===== src/fdc_ctl_map.svh =====
// Register offsets, field positions, reset values and timing counts of the drive control register bank.
`ifndef FDC_CTL_MAP_SVH
`define FDC_CTL_MAP_SVH
`define OFS_DRIVE_OUTPUT_CONTROL 10'h3F2
`define OFS_TAPE_ASSIGNMENT 10'h3F3
`define OFS_RATE_AND_WRITE_SHIFT_CODE_SELECT 10'h3F4
`define OFS_CONFIG_CONTROL_RATE 10'h3F7
`define RST_DRIVE_OUTPUT_CONTROL 8'h00
`define RST_RATE_AND_WRITE_SHIFT_CODE_SELECT 8'h02
`define BIT_SOFT_RESET_N 2
`define BIT_DMA_IRQ_GATE 3
`define BIT_MOTOR_ON_0 4
`define BIT_MOTOR_ON_1 5
`define BIT_RATE_SOFT_RESET 7
`define BIT_RATE_POWER_DOWN 6
`define SOFT_RESET_MIN_NS 100
`define CLK_PERIOD_NS 20
`define SOFT_RESET_CYCLES ((`SOFT_RESET_MIN_NS + `CLK_PERIOD_NS - 1) / `CLK_PERIOD_NS)
`endif


===== src/fdc_ctl_pkg.sv =====
// Types shared by the drive control register bank.
package fdc_ctl_pkg;
  typedef enum logic [1:0] {
    RST_IDLE_type_e = 2'h0,
    RST_HOLD_type_e = 2'h1,
    RST_DONE_type_e = 2'h3
  } rst_state_type;
  typedef enum logic [1:0] {
    MODE_AT = 2'h0,
    MODE_ALT = 2'h1,
    MODE_ENH = 2'h2
  } sys_mode_type;
endpackage


===== src/fdc_ctl_regs.sv =====
// Drive output, tape assignment and rate select registers of the floppy controller.
//
// Chosen here: the address-and-strobe port.
`include "fdc_ctl_map.svh"
`timescale 1ns/10ps
module fdc_ctl_regs (
  // Clock and reset.
  input wire logic I_CORE_CLK,
  input wire logic I_RST_B,
  // Register port.
  input wire logic [9:0] I_ADDR,
  input wire logic [7:0] I_WDATA,
  input wire logic I_WR,
  input wire logic I_RD,
  output logic [7:0] O_RDATA,
  // Configuration inputs from same-clock logic.
  input wire logic [1:0] I_SYS_MODE,
  input wire logic I_TAPE_ENH_MODE,
  input wire logic I_DRIVE_SWAP,
  input wire logic [7:0] I_DRIVE_TYPE_CFG,
  input wire logic [1:0] I_BOOT_DRIVE,
  input wire logic I_CORE_ACCESS,
  // Drive pins.
  output logic O_DRIVE_SEL_0_N,
  output logic O_DRIVE_SEL_1_N,
  output logic O_MOTOR_OUT_0_N,
  output logic O_MOTOR_OUT_1_N,
  // Controller controls.
  output logic O_CORE_RESET,
  output logic O_DMA_IRQ_EN,
  output logic O_LOW_POWER,
  output logic [1:0] O_RATE_CODE,
  output logic [2:0] O_WRITE_SHIFT_CODE,
  output logic [15:0] O_WRITE_SHIFT_CODE_DELAY
);
  localparam logic [2:0] RST_CYC = 3'(`SOFT_RESET_CYCLES);
  logic [7:0] drive_output_control_ff;
  logic [1:0] tape_assignment_ff;
  logic [7:0] rate_and_write_shift_code_select_ff;
  logic [1:0] rate_code_ff;
  logic low_power_ff;
  logic pulse_on;
  logic pulse_start;
  fdc_ctl_pkg::rst_state_type rst_state_ff;
  logic [15:0] decoded_delay;
  logic [2:0] pulse_cnt_ff;
  logic [7:0] rdata_ff;
  logic [7:0] nxt_rdata;
  logic [1:0] drive_num;
  logic sel0_raw;
  logic sel1_raw;
  logic wr_dor;
  logic wr_tape;
  logic wr_rate;
  logic wr_ccr;
  logic soft_reset;
  fdc_ctl_pkg::sys_mode_type mode;

  function automatic logic hit(input logic [9:0] a, input logic [9:0] ofs);
    hit = (a == ofs);
  endfunction

  assign mode = fdc_ctl_pkg::sys_mode_type'(I_SYS_MODE);
  assign wr_dor = I_WR && hit(I_ADDR, `OFS_DRIVE_OUTPUT_CONTROL);
  assign wr_tape = I_WR && hit(I_ADDR, `OFS_TAPE_ASSIGNMENT);
  assign wr_rate = I_WR && hit(I_ADDR, `OFS_RATE_AND_WRITE_SHIFT_CODE_SELECT);
  assign wr_ccr = I_WR && hit(I_ADDR, `OFS_CONFIG_CONTROL_RATE);
  assign drive_num = drive_output_control_ff[1:0];

  // Drive output register; only a hardware reset clears it.
  always_ff @(posedge I_CORE_CLK or negedge I_RST_B)
  begin
    if (!I_RST_B)
    begin
      drive_output_control_ff <= `RST_DRIVE_OUTPUT_CONTROL;
    end
    else if (wr_dor)
    begin
      drive_output_control_ff <= I_WDATA;
    end
  end

  // Tape select bits, untouched by software reset.
  always_ff @(posedge I_CORE_CLK or negedge I_RST_B)
  begin
    if (!I_RST_B)
    begin
      tape_assignment_ff <= 2'h0;
    end
    else if (wr_tape)
    begin
      tape_assignment_ff <= I_WDATA[1:0];
    end
  end

  // Rate select register; self-clearing reset bit is not stored.
  always_ff @(posedge I_CORE_CLK or negedge I_RST_B)
  begin
    if (!I_RST_B)
    begin
      rate_and_write_shift_code_select_ff <= `RST_RATE_AND_WRITE_SHIFT_CODE_SELECT;
    end
    else if (wr_rate)
    begin
      rate_and_write_shift_code_select_ff <= {1'b0, I_WDATA[6], 1'b0, I_WDATA[4:0]};
    end
  end

  // Active data rate follows the latest write of either register.
  always_ff @(posedge I_CORE_CLK or negedge I_RST_B)
  begin
    if (!I_RST_B)
    begin
      rate_code_ff <= 2'(`RST_RATE_AND_WRITE_SHIFT_CODE_SELECT & 8'h03);
    end
    else if (wr_rate || wr_ccr)
    begin
      rate_code_ff <= I_WDATA[1:0];
    end
  end

  // A reset request from either register starts a pulse of minimum length.
  // Back to back zero and one writes would otherwise give a single cycle reset.
  assign pulse_start = (wr_rate && I_WDATA[`BIT_RATE_SOFT_RESET]) ||
                       (wr_dor && !I_WDATA[`BIT_SOFT_RESET_N]);

  // Reset pulse sequencer; the done state is the last cycle of the pulse.
  always_ff @(posedge I_CORE_CLK or negedge I_RST_B)
  begin
    if (!I_RST_B)
    begin
      rst_state_ff <= fdc_ctl_pkg::RST_IDLE_type_e;
    end
    else if (pulse_start)
    begin
      rst_state_ff <= fdc_ctl_pkg::RST_HOLD_type_e;
    end
    else
    begin
      case (rst_state_ff)
        fdc_ctl_pkg::RST_IDLE_type_e:
        begin
          rst_state_ff <= fdc_ctl_pkg::RST_IDLE_type_e;
        end
        fdc_ctl_pkg::RST_HOLD_type_e:
        begin
          if (pulse_cnt_ff == 3'h1)
          begin
            rst_state_ff <= fdc_ctl_pkg::RST_DONE_type_e;
          end
        end
        fdc_ctl_pkg::RST_DONE_type_e:
        begin
          rst_state_ff <= fdc_ctl_pkg::RST_IDLE_type_e;
        end
        default:
        begin
          rst_state_ff <= fdc_ctl_pkg::RST_IDLE_type_e;
        end
      endcase
    end
  end

  // Cycles left in the hold state of the reset pulse.
  always_ff @(posedge I_CORE_CLK or negedge I_RST_B)
  begin
    if (!I_RST_B)
    begin
      pulse_cnt_ff <= 3'h0;
    end
    else if (pulse_start)
    begin
      pulse_cnt_ff <= RST_CYC - 3'h1;
    end
    else if (pulse_cnt_ff != 3'h0)
    begin
      pulse_cnt_ff <= pulse_cnt_ff - 3'h1;
    end
  end

  assign pulse_on = (rst_state_ff != fdc_ctl_pkg::RST_IDLE_type_e);
  assign soft_reset = !drive_output_control_ff[`BIT_SOFT_RESET_N] || pulse_on;

  // Manual low power, left on software reset or a core access.
  always_ff @(posedge I_CORE_CLK or negedge I_RST_B)
  begin
    if (!I_RST_B)
    begin
      low_power_ff <= 1'b0;
    end
    else if (wr_rate && I_WDATA[`BIT_RATE_POWER_DOWN])
    begin
      low_power_ff <= 1'b1;
    end
    else if (soft_reset || I_CORE_ACCESS)
    begin
      low_power_ff <= 1'b0;
    end
  end

  // Read data, valid in the cycle after the read strobe.
  always_comb
  begin
    nxt_rdata = 8'h00;
    if (I_RD)
    begin
      if (hit(I_ADDR, `OFS_DRIVE_OUTPUT_CONTROL))
      begin
        nxt_rdata = drive_output_control_ff;
      end
      else if (hit(I_ADDR, `OFS_TAPE_ASSIGNMENT))
      begin
        if (I_TAPE_ENH_MODE)
        begin
          nxt_rdata = {2'h0, I_DRIVE_TYPE_CFG[{drive_num, 1'b0} +: 2], I_BOOT_DRIVE, tape_assignment_ff};
        end
        else
        begin
          nxt_rdata = {6'h00, tape_assignment_ff};
        end
      end
    end
  end

  always_ff @(posedge I_CORE_CLK or negedge I_RST_B)
  begin
    if (!I_RST_B)
    begin
      rdata_ff <= 8'h00;
    end
    else
    begin
      rdata_ff <= nxt_rdata;
    end
  end

  // Drive select decode; drive numbers 2 and 3 have no select pin.
  always_comb
  begin
    sel0_raw = 1'b0;
    sel1_raw = 1'b0;
    case (drive_num)
      2'h0:
      begin
        sel0_raw = drive_output_control_ff[`BIT_MOTOR_ON_0];
      end
      2'h1:
      begin
        sel1_raw = drive_output_control_ff[`BIT_MOTOR_ON_1];
      end
      default:
      begin
        sel0_raw = 1'b0;
        sel1_raw = 1'b0;
      end
    endcase
  end

  // Drive pins, with optional swap of drives 0 and 1.
  always_comb
  begin
    if (I_DRIVE_SWAP)
    begin
      O_DRIVE_SEL_0_N = !sel1_raw;
      O_DRIVE_SEL_1_N = !sel0_raw;
      O_MOTOR_OUT_0_N = !drive_output_control_ff[`BIT_MOTOR_ON_1];
      O_MOTOR_OUT_1_N = !drive_output_control_ff[`BIT_MOTOR_ON_0];
    end
    else
    begin
      O_DRIVE_SEL_0_N = !sel0_raw;
      O_DRIVE_SEL_1_N = !sel1_raw;
      O_MOTOR_OUT_0_N = !drive_output_control_ff[`BIT_MOTOR_ON_0];
      O_MOTOR_OUT_1_N = !drive_output_control_ff[`BIT_MOTOR_ON_1];
    end
  end

  // DMA and interrupt gate by system mode.
  always_comb
  begin
    O_DMA_IRQ_EN = 1'b0;
    case (mode)
      fdc_ctl_pkg::MODE_AT:
      begin
        O_DMA_IRQ_EN = drive_output_control_ff[`BIT_DMA_IRQ_GATE];
      end
      fdc_ctl_pkg::MODE_ALT:
      begin
        O_DMA_IRQ_EN = drive_output_control_ff[`BIT_DMA_IRQ_GATE];
      end
      fdc_ctl_pkg::MODE_ENH:
      begin
        O_DMA_IRQ_EN = 1'b1;
      end
      default:
      begin
        O_DMA_IRQ_EN = drive_output_control_ff[`BIT_DMA_IRQ_GATE];
      end
    endcase
  end

  // The default precompensation is shorter at 1 Mbps than at the slower rates.
  always_comb
  begin
    if (rate_and_write_shift_code_select_ff[4:2] == 3'h0 && rate_code_ff == 2'h3)
    begin
      O_WRITE_SHIFT_CODE_DELAY = 16'h1047;
    end
    else
    begin
      O_WRITE_SHIFT_CODE_DELAY = decoded_delay;
    end
  end

  assign O_CORE_RESET = soft_reset;
  assign O_LOW_POWER = low_power_ff;
  assign O_RATE_CODE = rate_code_ff;
  assign O_WRITE_SHIFT_CODE = rate_and_write_shift_code_select_ff[4:2];
  assign O_RDATA = rdata_ff;

  fdc_write_shift_code_decode u_write_shift_code (
    .i_code(rate_and_write_shift_code_select_ff[4:2]),
    .i_fast(1'b0),
    .o_delay(decoded_delay)
  );
endmodule


===== src/fdc_write_shift_code_decode.sv =====
// Precompensation delay decode from code and data rate.
`timescale 1ns/10ps
module fdc_write_shift_code_decode (
  // Selection inputs.
  input wire logic [2:0] i_code,
  input wire logic i_fast,
  // Delay in hundredths of a nanosecond.
  output logic [15:0] o_delay
);
  logic [15:0] step;
  always_comb
  begin
    step = i_fast ? 16'h0820 : 16'h1047;
    if (i_code == 3'h7)
    begin
      o_delay = 16'h0000;
    end
    else if (i_code == 3'h0)
    begin
      o_delay = i_fast ? 16'h0820 : 16'h30D4;
    end
    else
    begin
      o_delay = 16'(step * {13'h0000, i_code});
    end
  end
endmodule


===== config.mk =====
export PLATFORM = sky130hd
export DESIGN_NAME = fdc_ctl_regs
export DESIGN_NICKNAME = d
export VERILOG_FILES = /design/src/fdc_ctl_pkg.sv /design/src/fdc_ctl_regs.sv /design/src/fdc_write_shift_code_decode.sv
export VERILOG_INCLUDE_DIRS = /design/src
export SDC_FILE = /design/constraint.sdc
export NUM_CORES = 1
export LEC_CHECK = 0
export ABC_AREA = 1
export BUFFER_PORTS_ARGS = -buffer_cell sky130_fd_sc_hd__buf_2
export CELL_PAD_IN_SITES_DETAIL_PLACEMENT = 0
export CELL_PAD_IN_SITES_GLOBAL_PLACEMENT = 1
export CORE_UTILIZATION = 32
export CTS_BUF_LIST = sky130_fd_sc_hd__clkbuf_4 sky130_fd_sc_hd__clkbuf_8 sky130_fd_sc_hd__clkbuf_16
export DETAILED_ROUTE_END_ITERATION = 7
export PLACE_DENSITY = 0.75
export SETUP_SLACK_MARGIN = 0.5
export SLEW_MARGIN = 40
export SYNTH_ARGS = -nofsm -noshare
export SYNTH_HDL_FRONTEND = slang
export SYNTH_HIERARCHICAL = 1
export SYNTH_SLANG_ARGS = --single-unit

===== constraint.sdc =====
create_clock -name I_CORE_CLK -period 2.6 [get_ports I_CORE_CLK]
set_clock_uncertainty 0.1 [all_clocks]
set_input_delay 0.13 -clock I_CORE_CLK [delete_from_list [all_inputs] [get_ports I_CORE_CLK]]
set_output_delay 0.13 -clock I_CORE_CLK [all_outputs]
set_load 0.005 [all_outputs]

# == Yosys cells after proc, flatten, opt, wreduce, memory -nomap -nowiden ==
# Cells that the tools add are included.
# totals
ff_bits,31
inputBits,37
wordCells,67
# op_classes
n_addsub,1
n_mul,1
eq_ne,11
n_shift,1
mux,21
n_reduce_logical,24
# op_table
cell,n
2-to-1 mux 16 bit,3
== test 10 bit (second input constant),4
multiplier 13 x 3 -> 16 bit (first input constant),1
2-to-1 mux 8 bit,2
2-to-1 mux 6 bit,2
2-to-1 mux 1 bit,9
logical AND 1 bit,8
variable part select 8 x 4 -> 2 bit,1
zero test 1 bit,6
2-to-1 mux 2 bit,3
2-to-1 mux 3 bit,2
nonzero test 2 bit,3
== test 2 x 1 -> 1 bit (second input constant),2
== test 2 bit (second input constant),2
logical OR 1 bit,4
== test 3 x 1 -> 1 bit (second input constant),1
== test 3 bit (second input constant),1
zero test 3 bit,1
!= test 3 bit (second input constant),1
nonzero test 3 bit,1
subtractor 3 x 1 -> 3 bit (second input constant),1
zero test 2 bit,1

# == Depth between registers and ports, before layout ==
# logic_depth
depth_word,5
ltp_mapped,16

# == Modules after synthesis ==
# The synthesis kept the hierarchy.
# modules_own_cells
mod,instances,cells_each,area_per_inst_um2
fdc_ctl_regs,1,223,1682.9
fdc_write_shift_code_decode,1,78,466.7

# == Worst setup path after synthesis ==
# Ideal clock, no wire load.
# synth_path
path_kind,register -> output
startpoint,register rate_and_write_shift_code_select_ff[4]
endpoint,output port O_WRITE_SHIFT_CODE_DELAY[4]
arrival_time_ps,2385
required_time_ps,2370
slack_ps,-15
path_stages_with_launch,12
path_buffers,0
path_cell_list,dfrtp_1 -> inv_1 -> nor2_1 -> ha_1 -> inv_1 -> ha_1 -> ha_1 -> fa_1 -> xnor2_1 -> a21oi_1 -> inv_1 -> nor2_1
# synth_between
elab_chain_len,4
elab_cells_between_ends,7
# synth_lines
element,line_no,text
start: declaration,fdc_ctl_regs.sv:39,logic [7:0] rate_and_write_shift_code_select_ff;
start signal: assignment,fdc_ctl_regs.sv:101,rate_and_write_shift_code_select_ff <= `RST_RATE_AND_WRITE_SHIFT_CODE_SELECT;
start signal: assignment,fdc_ctl_regs.sv:105,"rate_and_write_shift_code_select_ff <= {1'b0, I_WDATA[6], 1'b0, I_WDATA[4:0]};"
multiplier 13 x 3 -> 16 bit / zero test 3 bit (equally long branches),"fdc_write_shift_code_decode.sv:24, fdc_write_shift_code_decode.sv:18",
2-to-1 mux 16 bit,fdc_write_shift_code_decode.sv:18,else if (i_code == 3'h0)
2-to-1 mux 16 bit *,fdc_write_shift_code_decode.sv:14,if (i_code == 3'h7)
net decoded_delay[4],fdc_ctl_regs.sv:45,logic [15:0] decoded_delay;
2-to-1 mux 16 bit *,fdc_ctl_regs.sv:305,if (rate_and_write_shift_code_select_ff[4:2] == 3'h0 && rate_code_ff == 2'h3)
end: declaration,fdc_ctl_regs.sv:34,output logic [15:0] O_WRITE_SHIFT_CODE_DELAY
# Mark *: on every way through the listed nets, which the timed path passes. The rest lies on a longest branch.

# == Final worst setup path ==
# Same ends and word-level chain as after synthesis.

==> summary.md <==
| Metric | Value |
|---|---|
| Clock latency on the worst-skew pair | `280 ps` |
| Yosys cell types | `35` |
| Full die area | `0.00705 mm2` |
| Post-Synthesis Cells | `301` |
| CP startpoint kind | `flop` |
| Clock-pin slew on the worst setup and hold paths | `60 ps` |
| Routed WL | `5.45 mm` |
| Avg WL per Cell | `11.3 um` |
| Final slew viol count | `0` |
| Routability Congestion | `0.825` |
| EDFF count, synth | `0` |
| Hold depth | `4` |
| Synthesized area | `0.00215 mm2` |
| Root Driver | `clkbuf_8` |
| Max incr delay on CP | `410 ps` |
| CP arrival | `2390 ps` |
| Worst Path Buf+Inv | `4` |
| Antenna violations before repair | `0` |
| Pwr Density | `380 mW/mm2` |
| Number of buffers created by CTS | `5` |
| Largest net degree at the start of global routing | `30` |
| Sequential share of the synthesized area | `33.8%` |
| Remaining global-route overflow | `0` |
| # diodes | `0` |
| Failing checks | `design-rule violations, negative setup slack` |
| Setup slack after layout | `-18.4 ps` |
| Post-route minimum period | `2620 ps` |
| Drc violations | `4` |
| Least-Margin Pin Slew | `654 ps` |
| H-tree depth | `2` |
| Worst-path cell chain | `inv_2 -> nor2_4 -> ha_4 -> inv_4 -> ha_4 -> ha_4 -> fa_2 -> xnor2_1 -> a21oi_1 -> inv_1 -> nor2_1 -> buf_2` |
| CTS tree | `done` |
| Data required, critical path | `2370 ps` |
| WS Path Type | `reg -> out` |
| Path category of the worst min-delay check | `in -> reg` |
| Num rows | `29` |
| Worst-path maximum fanout | `3` |
| Post-DR vias/cell | `4.44` |
| VDD IR max | `0.000171 V` |
| Final setup viols | `1` |
| CP max stage cell | `dfrtp_2` |
| Clock Tree Buf Depth | `2` |
| Final Net Count | `455` |
| Static Leak | `1.74 nW` |
| Crit-path most repeated cell | `ha_4` |
| Final worst path period share | `101%` |
| Placed cell area | `0.00267 mm2` |
| Most frequent cells in the layout | `69 x nand2_1, 67 x buf_2, 45 x inv_1` |
| Layout area overhead | `41.6%` |
| Synth warn | `6` |
| Flop and latch count out of synthesis | `29` |
| Crit. path cell count | `12` |
| Max Clk Rate | `0.382 GHz` |
| Worst reg2reg path depth | `7` |
| Most used flip-flop cell after synthesis | `dfrtp_1` |
| Fraction of final layout cells sized beyond drive strength 1 | `38.6%` |
| Status | `complete, but fails checks` |
| Commonest non-fill, non-tap cell in the layout | `nand2_1` |
| Die height | `84.0 um` |
| # IOs | `73` |
| Max-cap violations | `0` |
| Post-route antenna net violation count | `0` |
| Avg Inst Size Synth | `7.14 um2` |
| GRT Total Usage | `15.7%` |
| Slew headroom | `56.4%` |
| DR vias | `2150` |
| Worst path top cell family by delay | `adder cells` |
| Initial core utilization | `33.5%` |
| RSZ-0062 raised after global routing | `true` |
| Vias in the first global route | `1965` |
| Global-route wire length before repair | `8.96 mm` |
| Initial DRT Pass Iterations | `6` |
| Final core utilization | `47.4%` |
| I/O Buffers | `68` |
| Finished Cell Area | `0.00304 mm2` |
| Asr flop ratio synth | `100%` |
| CORE AREA | `0.00642 mm2` |
| CTS sink cnt | `29` |
| Initial DRC Count | `75` |
| Hold Violations, Final | `0` |
| Worst Setup End Kind | `primary output` |
| Final HPWL DP | `4.22 mm` |
| Chip width | `84.0 um` |
## per-layer routing
metal	part of all wire (%)	wire (um)	up-vias	GRT usage, %
li1	-	-	1120	-
met1	49	2660	968	22.0
met2	45	2460	52	24.9
met3	4.4	242	10	2.67
met4	1.6	85	0	4.23
met5	0	0	-	0
## final timing paths
kind                            slack, ps                                                  to                                                from
worst max register to register       1320                                O_RDATA[5]$_DFF_PN0_              drive_output_control_ff[0]$_DFFE_PN0P_
min in group asynchronous             320              drive_output_control_ff[4]$_DFFE_PN0P_                                             I_RST_B
worst max-delay path                  -20                         O_WRITE_SHIFT_CODE_DELAY[4]  rate_and_write_shift_code_select_ff[4]$_DFFE_PN0N_
max in group asynchronous            1620  rate_and_write_shift_code_select_ff[3]$_DFFE_PN0N_                                             I_RST_B
worst min register to register        380                             O_LOW_POWER$_DFFE_PN0P_                             O_LOW_POWER$_DFFE_PN0P_
worst min-delay path                   10                             O_LOW_POWER$_DFFE_PN0P_                                       I_CORE_ACCESS
## area by class of cell
type,count,area (um2)
Inverter,55,213
Clock buffer,7,90.1
Multi-Input combinational cell,222,1310
Timing Repair Buffer,94,603
Tap cell,77,96.3
Sequential cell,29,729
Fill cell,662,3380
## stage by stage
stage               total power, mW  cells  setup TNS (ps)  setup WS (ps)  hold WS (ps)
detailed placement            0.764    454               0            289           104
floorplan                     0.680    309               0            409          -266
CTS                            1.16    471               0           13.5          6.72
global route                   1.24    484            -335           -115          16.7
finish                         1.16    484           -18.4          -18.4          10.6
global placement              0.757    454               0            308          99.2
## power breakdown
part	switching, mW	internal (mW)
clock network	0.160	0.220
registers	0.0156	0.483
logic	0.156	0.123
## cell usage after synthesis, drive strengths merged, types with 2 or more instances
cell / count / share of area, %
a21oi: 14 / 4.0
buf: 3 / 0.93
conb: 3 / 0.52
dfrtp: 28 / 33
fa: 2 / 1.9
ha: 9 / 5.2
inv: 54 / 9.4
nand2: 80 / 16
nand3: 24 / 7.0
nand4: 3 / 1.2
nor2: 51 / 11
o21ai: 14 / 3.6
or2: 6 / 1.9
xor2: 2 / 0.82
## tightest hold or removal path, cell delays in order
cell and delay, ps:
buf_2 80, nor2_1 30, nand2_1 60, o21ai_2 50
## kinds of logic (layout without fill, tap and decap cells)
family,Yosys count,count (layout),synth area share [%]
multiplexers,1,1,0.466
flip-flops,29,29,33.8
AND/OR/NAND/NOR,167,167,38.4
AO/OA/AOI/OAI,29,29,7.92
adder cells (fa/ha/maj),11,11,7.10
buffers and inverters,58,156,10.6
XOR/XNOR,3,3,1.22
other,3,11,0.524
## what timing repair did
item	CTS	global route
pin swaps	6	12
resized for setup	4	18
hold buffers	6	0
buffers inserted	4	13
endpoints found under the setup margin	8	10
endpoints found under the hold margin	33	0
## sequential cells by signal, indices dropped and copies added (netlist names)
| register | cells |
|---|---|
| O_RATE_CODE | 2 |
| rate_and_write_shift_code_select_ff | 3 |
| O_LOW_POWER | 1 |
| tape_assignment_ff | 2 |
| O_RDATA | 8 |
| pulse_cnt_ff | 3 |
| drive_output_control_ff | 8 |
| rst_state_ff | 2 |
Power figures use the tool's default switching activity.
